[src/hdl/pbm_pkg.sv]
/*
 Package for the port B address / I/O mux: register offsets, field widths,
 reset values, mode encodings.
 Assumes a classic Wishbone slave with 32-bit data and byte addressing.
*/
// Contract
// - Eight pins, each general input, general output or address bit 15..8 output
// - Direction register write-only, resets to zero, reads return undefined value
// - Modes one and two: every pin outputs its address bit regardless
// - Mode four, or seven with expansion: direction one is address, zero is input
// - Mode seven without expansion: direction one drives output data, zero is input
// - Selection depends on mode, expansion bit, direction; expansion ignored in 1, 2, 4
// - Output data register read/write, resets to zero, feeds general outputs
// - Pin-state read returns output data where direction one, pin level where zero
// - Pin-state register read-only; after reset it reflects the pins
// - Pull-up register read/write, resets zero, per pin, effective only modes 4, 7
// - Modes 4 and 7 running or soft standby: pull-up on iff direction 0, bit 1
// - Pull-ups off in modes 1, 2 always, and in reset and hardware standby
package pbm_pkg;
  // ==========================================================
  // Register map
  localparam logic [3:0] PBM_OFS_DIRECTION = 4'h0;
  localparam logic [3:0] PBM_OFS_OUT_DATA  = 4'h4;
  localparam logic [3:0] PBM_OFS_PIN_LEVEL = 4'h8;
  localparam logic [3:0] PBM_OFS_PULLUP    = 4'hc;
  localparam int         PBM_ADDR_W        = 4;
  localparam int         PBM_PINS          = 8;

  // ==========================================================
  // Reset values
  localparam logic [7:0]  PBM_RST_DIRECTION = 8'h00;
  localparam logic [7:0]  PBM_RST_OUT_DATA  = 8'h00;
  localparam logic [7:0]  PBM_RST_PULLUP    = 8'h00;
  localparam logic [31:0] PBM_UNDEF_READ    = 32'h0000_00ff;

  // ==========================================================
  // Operating mode encodings
  localparam logic [2:0] PBM_MODE_1 = 3'h1;
  localparam logic [2:0] PBM_MODE_2 = 3'h2;
  localparam logic [2:0] PBM_MODE_4 = 3'h4;
  localparam logic [2:0] PBM_MODE_7 = 3'h7;

  typedef enum logic [1:0] {
    PBM_FN_INPUT,
    PBM_FN_GP_OUT,
    PBM_FN_ADDR_OUT
  } pbm_fn_t;
endpackage

[src/hdl/pbm_pin_select.sv]
/*
 Per-pin function selector: address out, general out or input, and pull-up.
 Purely combinational; the caller registers the results.
*/
`timescale 1ns/1ps
module pbm_pin_select
  import pbm_pkg::*;
(
  input  wire logic [2:0] mode_i,
  input  wire logic       expansion_enable_i,
  input  wire logic       hw_standby_i,
  input  wire logic       dir_i,
  input  wire logic       pullup_bit_i,
  output pbm_fn_t         fn_o,
  output logic            pullup_on_o
);
  logic mode_addr;
  logic mode_pullup;

  always_comb begin
    mode_addr   = (mode_i == PBM_MODE_1) || (mode_i == PBM_MODE_2);
    mode_pullup = (mode_i == PBM_MODE_4) || (mode_i == PBM_MODE_7);
    // Expansion bit only consulted in mode seven
    if (mode_addr) begin
      fn_o = PBM_FN_ADDR_OUT;
    end else if (mode_i == PBM_MODE_4 || (mode_i == PBM_MODE_7 && expansion_enable_i)) begin
      fn_o = dir_i ? PBM_FN_ADDR_OUT : PBM_FN_INPUT;
    end else if (mode_i == PBM_MODE_7) begin
      fn_o = dir_i ? PBM_FN_GP_OUT : PBM_FN_INPUT;
    end else begin
      // Unsupported mode: keep the pin safe as an input
      fn_o = PBM_FN_INPUT;
    end
    pullup_on_o = mode_pullup && !hw_standby_i && !dir_i && pullup_bit_i;
  end
endmodule

[src/hdl/pbm_port.sv]
/*
 Port B address / general I/O mux with Wishbone register access.
 Assumes a classic Wishbone master, synchronous pin inputs, and quasi-static
 mode and expansion inputs from the system controller.
*/
`timescale 1ns/1ps
module pbm_port
  import pbm_pkg::*;
#(
  parameter int PINS = PBM_PINS
) (
  input  wire logic                  clk_i,
  input  wire logic                  rst_i,
  input  wire logic                  ce_i,
  // Wishbone slave
  input  wire logic                  wb_cyc_i,
  input  wire logic                  wb_stb_i,
  input  wire logic                  wb_we_i,
  input  wire logic [PBM_ADDR_W-1:0] wb_adr_i,
  input  wire logic [3:0]            wb_sel_i,
  input  wire logic [31:0]           wb_dat_i,
  output logic      [31:0]           wb_dat_o,
  output logic                       wb_ack_o,
  // System control
  input  wire logic [2:0]            mode_i,
  input  wire logic                  expansion_enable_i,
  input  wire logic                  hw_standby_i,
  // Address byte from the bus controller
  input  wire logic [PINS-1:0]       addr_byte_i,
  // Pins
  input  wire logic [PINS-1:0]       pin_i,
  output logic      [PINS-1:0]       pin_o,
  output logic      [PINS-1:0]       pin_oe_o,
  output logic      [PINS-1:0]       pullup_o
);
  // ==========================================================
  // Register state
  logic [PINS-1:0] pin_direction_reg;
  logic [PINS-1:0] pin_direction_next;
  logic [PINS-1:0] output_data_reg;
  logic [PINS-1:0] output_data_next;
  logic [PINS-1:0] pullup_control_reg;
  logic [PINS-1:0] pullup_control_next;
  logic [31:0]     wb_dat_reg;
  logic [31:0]     wb_dat_next;
  logic            wb_ack_reg;
  logic            wb_ack_next;
  logic [PINS-1:0] pin_reg;
  logic [PINS-1:0] pin_next;
  logic [PINS-1:0] pin_oe_reg;
  logic [PINS-1:0] pin_oe_next;
  logic [PINS-1:0] pullup_reg;
  logic [PINS-1:0] pullup_next;

  pbm_fn_t         fn      [PINS];
  logic [PINS-1:0] pull_sel;
  logic            wr_req;
  logic            rd_req;

  // ==========================================================
  // Per-pin selectors
  for (genvar g = 0; g < PINS; g++) begin : g_pin
    pbm_pin_select u_sel (
      .mode_i             (mode_i),
      .expansion_enable_i (expansion_enable_i),
      .hw_standby_i       (hw_standby_i),
      .dir_i              (pin_direction_reg[g]),
      .pullup_bit_i       (pullup_control_reg[g]),
      .fn_o               (fn[g]),
      .pullup_on_o        (pull_sel[g])
    );
  end

  function automatic logic [PINS-1:0] pin_state_view(
    input logic [PINS-1:0] dir,
    input logic [PINS-1:0] dr,
    input logic [PINS-1:0] lvl
  );
    pin_state_view = (dir & dr) | (~dir & lvl);
  endfunction

  // ==========================================================
  // Wishbone slave: one registered ack, a cycle after the request, dropped the cycle after
  always_comb begin
    wr_req              = wb_cyc_i && wb_stb_i && wb_we_i && !wb_ack_reg && wb_sel_i[0];
    rd_req              = wb_cyc_i && wb_stb_i && !wb_we_i && !wb_ack_reg;
    pin_direction_next  = pin_direction_reg;
    output_data_next    = output_data_reg;
    pullup_control_next = pullup_control_reg;
    wb_ack_next         = wb_cyc_i && wb_stb_i && !wb_ack_reg;
    wb_dat_next         = 32'h0000_0000;
    if (wr_req) begin
      unique case (wb_adr_i)
        PBM_OFS_DIRECTION: pin_direction_next  = wb_dat_i[PINS-1:0];
        PBM_OFS_OUT_DATA:  output_data_next    = wb_dat_i[PINS-1:0];
        PBM_OFS_PULLUP:    pullup_control_next = wb_dat_i[PINS-1:0];
        // Pin-state and unmapped writes are acknowledged and dropped
        default:           ;
      endcase
    end
    if (rd_req) begin
      unique case (wb_adr_i)
        // Direction is not readable; a fixed junk pattern comes back
        PBM_OFS_DIRECTION: wb_dat_next = PBM_UNDEF_READ;
        PBM_OFS_OUT_DATA:  wb_dat_next = {{(32-PINS){1'b0}}, output_data_reg};
        PBM_OFS_PIN_LEVEL: wb_dat_next = {{(32-PINS){1'b0}},
                                          pin_state_view(pin_direction_reg,
                                                         output_data_reg, pin_i)};
        PBM_OFS_PULLUP:    wb_dat_next = {{(32-PINS){1'b0}}, pullup_control_reg};
        default:           wb_dat_next = 32'h0000_0000;
      endcase
    end
  end

  // ==========================================================
  // Pin drive, recomputed every cycle from mode and direction
  always_comb begin
    for (int i = 0; i < PINS; i++) begin
      unique case (fn[i])
        PBM_FN_ADDR_OUT: begin
          pin_next[i]    = addr_byte_i[i];
          pin_oe_next[i] = 1'b1;
        end
        PBM_FN_GP_OUT: begin
          pin_next[i]    = output_data_reg[i];
          pin_oe_next[i] = 1'b1;
        end
        default: begin
          pin_next[i]    = 1'b0;
          pin_oe_next[i] = 1'b0;
        end
      endcase
    end
    pullup_next = pull_sel;
  end

  always_ff @(posedge clk_i) begin
    if (rst_i) begin
      pin_direction_reg  <= PBM_RST_DIRECTION;
      output_data_reg    <= PBM_RST_OUT_DATA;
      pullup_control_reg <= PBM_RST_PULLUP;
      wb_dat_reg         <= 32'h0000_0000;
      wb_ack_reg         <= 1'b0;
      pin_reg            <= '0;
      pin_oe_reg         <= '0;
      pullup_reg         <= '0;
    end else if (ce_i) begin
      pin_direction_reg  <= pin_direction_next;
      output_data_reg    <= output_data_next;
      pullup_control_reg <= pullup_control_next;
      wb_dat_reg         <= wb_dat_next;
      wb_ack_reg         <= wb_ack_next;
      pin_reg            <= pin_next;
      pin_oe_reg         <= pin_oe_next;
      pullup_reg         <= pullup_next;
    end
  end

  always_comb begin
    wb_dat_o = wb_dat_reg;
    wb_ack_o = wb_ack_reg;
    pin_o    = pin_reg;
    pin_oe_o = pin_oe_reg;
    pullup_o = pullup_reg;
  end

  // ==========================================================
  // Checks
  logic mode_12;
  logic mode_47;
  assign mode_12 = (mode_i == PBM_MODE_1) || (mode_i == PBM_MODE_2);
  assign mode_47 = (mode_i == PBM_MODE_4) || (mode_i == PBM_MODE_7);
  logic exp_mode;
  logic mode_other;
  assign exp_mode   = (mode_i == PBM_MODE_4) ||
                      ((mode_i == PBM_MODE_7) && expansion_enable_i);
  assign mode_other = !mode_12 && !mode_47;
endmodule
[config.mk]
export PLATFORM = sky130hd
export DESIGN_NAME = pbm_port
export DESIGN_NICKNAME = d
export VERILOG_FILES = /design/src/hdl/pbm_pkg.sv /design/src/hdl/pbm_pin_select.sv /design/src/hdl/pbm_port.sv
export SDC_FILE = /design/constraint.sdc
export NUM_CORES = 1
export LEC_CHECK = 0
export BUFFER_PORTS_ARGS = -buffer_cell sky130_fd_sc_hd__clkbuf_2
export CAP_MARGIN = 40
export CORE_ASPECT_RATIO = 0.75
export CORE_MARGIN = 3
export CORE_UTILIZATION = 48
export CTS_CLUSTER_SIZE = 8
export DETAILED_ROUTE_END_ITERATION = 10
export PLACE_DENSITY = 0.8
export SYNTH_ARGS = -nofsm -noshare
export SYNTH_HDL_FRONTEND = slang
export SYNTH_SLANG_ARGS = --single-unit
[constraint.sdc]
create_clock -name clk_i -period 2.7 [get_ports clk_i]
set_input_delay 0.54 -clock clk_i [delete_from_list [all_inputs] [get_ports clk_i]]
set_output_delay 0.54 -clock clk_i [all_outputs]
set_load 0.01 [all_outputs]
==> summary.txt <==
Yosys
  – Post-synthesis compound-gate area fraction: 0.147
  – Most area-consuming cells after synthesis: dfxtp_1 (37%), mux2i_1 (11%), ha_1 (6.6%)
  – Area share of the largest cell type after synthesis: 0.375
  – Netlist cell types: 28
  – Main combinational cell family by area after synthesis: simple AND/OR/NAND/NOR gates
  – Async SR Flop Fraction: 0
  – Flops & latches, synth: 57
  – Avg Synthesized Cell Area: 8.70 sq um
  – Yosys warning count: 0
  – Xor-xnor portion of the synthesized cell area: 0.00288
  – Post-synthesis simple-gate area fraction: 0.196
  – Mapped Area: 3050 sq um
  – Post-synthesis sequential area ratio: 0.375
  – Top FF cell, synth: dfxtp_1
  – EDFF count, synth: 0
  – Mux cell area share after synthesis: 0.109
  – Area leader, netlist: dfxtp_1
  – Mapped Cells: 350
  – Synth Area in Adders: 0.0657

Critical path
  – Worst setup SP type: register
  – WP data required: 2.90 ns
  – Crit end category: register
  – Critical Path Max Stage Delay: 0.80 ns
  – Worst reg2reg path startpoint: wb_ack_o
  – Crit-path slowest cell: or4b_1
  – Bufs and invs on worst path: 0
  – Sequence of cells on the critical path: or3_4 -> or4b_1 -> mux2i_1 -> nor2_1
  – Crit path from: wb_ack_o
  – Crit path max-delay family: simple AND/OR/NAND/NOR gates
  – Worst-path fanout max: 8
  – Crit Path Class: reg -> reg
  – Arrival @ worst endpoint: 2.22 ns

Place
  – Placed insts: 483
  – Placer Congestion: 0.821
  – Post-DP Area: 3370 sq um
  – Port Buffer Count: 72
  – Dpl hpwl: 5390 microns

STA
  – Final Hold Viols: 0
  – Final Setup Violations: 0
  – Fmax: 0.495 GHz
  – Tcrit/Tclk final: 0.748
  – Slew headroom: 0.529
  – Fin crit period: 2.02 ns
  – Number of max-slew violations in the final report: 0
  – Setup TNS: 0 ns
  – RSZ-0062 raised after global routing: false
  – Slew of the pin with the lowest slew margin: 0.706 ns
  – Post-Route Skew: 0.00695 ns

Clock network
  – Clock-pin slew on the worst setup and hold paths: 0.07 ns
  – Setup Fix Bufs, Post-CTS: 0
  – Buffer depth of the longest clock path: 2
  – Clock Sink Count: 57
  – Hold_buf cts: 0
  – Clk_lat worst skew: 0.34 ns
  – CTS Buf Count: 9
  – H-tree depth: 3
  – CTS tree: yes
  – Root buffer cell: clkbuf_8
  – CTS resizes: 0

Hold path
  – Worst hold start: pullup_o[2]
  – Worst hold path type: reg -> reg

Routing
  – Final ANT Viol Nets: 0
  – Overall via count from detail_route: 2,590
  – WL/cell: 14.7 microns
  – DRC: 0
  – DRT Pass-1 Iters: 4
  – 1st-iter DRT viols: 117
  – Vias per cell: 5.20
  – Final WL: 7300 microns

Final layout
  – Final nets: 499
  – Commonest non-fill, non-tap cell in the layout: clkbuf_2
  – Layout cells sized above 1: 0.226
  – Most frequent cells in the layout: clkbuf_2 (72), dfxtp_1 (57), nor2_1 (51)
  – Final instance area: 3560 sq um
  – Antenna diode count: 0
  – Area grow syn2layout: 16.9%
  – Final Non-Filler Cells: 498

Global routing
  – Pin count of the biggest net entering global routing: 43
  – Total track usage: 0.207
  – First-pass GRT wire length: 11,600 microns
  – Gr ovfl total: 0
  – Initial antenna violation count: 0
  – Vias in the first global route: 2,380

Floorplanning
  – Row cnt: 24
  – I/O pin count: 124
  – Die ar.: 7350 sq um
  – Core ar.: 5980 sq um
  – Die span in y: 75.0 microns
  – Initial Util: 0.510
  – Die width: 98.0 microns

Pwr
  – Pwr Total: 1.85 mW
  – Pwr/cell area: 520 nW/um^2
  – Pleak: 1.59 nW
  – Peak supply drop: 0.000434 V

Outcome
  – Status: finished, final reports clean

Run
  – Max-Cap Viols: 0
==> logic make-up after synthesis <==
family	count (synthesis)
and+or+nand+nor	110
DFF	57
muxes	33
adders and majority gates	16
xor gates and xnor gates	1
buffers and inverters	60
AOI/OAI and AO/OA	72
other	1
==> final timing paths <==
kind	to	slack, ns	cells past startpoint
worst min register to register	pullup_o[2]	0.47	2
worst max-delay path	pin_direction_reg[5]	0.68	4
worst min-delay path	pullup_o[2]	0.47	2
worst max register to register	pin_direction_reg[5]	0.68	4
==> per-stage QoR <==
step / utilization / setup slack, ns / hold WS (ns)
global placement: 0.563 / 0.431 / 0.456
finish: 0.596 / 0.680 / 0.474
global route: 0.596 / 0.610 / 0.479
floorplan: - / 0.648 / 0.473
CTS: 0.596 / 0.662 / 0.463
detailed placement: 0.563 / 0.389 / 0.466
==> where the power goes <==
part / leakage (nW) / switching (mW) / internal [mW]
sequential: 0.461 / 0.00579 / 0.852
clock: 0.102 / 0.325 / 0.468
combinational: 1.03 / 0.126 / 0.0763
==> metal layers <==
metal | global-route usage | part of all wire | vias up
met5 | 0 | 0 | -
met4 | 0.0630 | 0.013 | 0
met3 | 0.0778 | 0.072 | 7
met2 | 0.341 | 0.47 | 83
met1 | 0.256 | 0.44 | 1210
li1 | - | - | 1290
==> layout make-up <==
cell class                      count  area, sq um
Tap cell                           78         97.6
Multi-Input combinational cell    256         1670
Clock buffer                       12          155
Inverter                           15         56.3
Fill cell                         554         2410
Clock inverter                      3         40.0
Timing Repair Buffer               77          398
Sequential cell                    57         1140
==> worst register-to-register path: stages (launching register included) <==
cell     delay (ns)
dfxtp_1        0.32
or3_4          0.44
or4b_1         0.80
mux2i_1        0.27
nor2_1         0.06
==> synthesized netlist by cell type, drive strengths merged, types with 9 or more instances <==
cell type	count
dfxtp	57
nor2	51
mux2i	32
buf	26
a21oi	25
clkbuf	19
ha	16
o21ai	16
inv	15
nor2b	11
nor3	11
nand2b	10
and2	9
No activity file was read; power rests on OpenSTA's default activity.
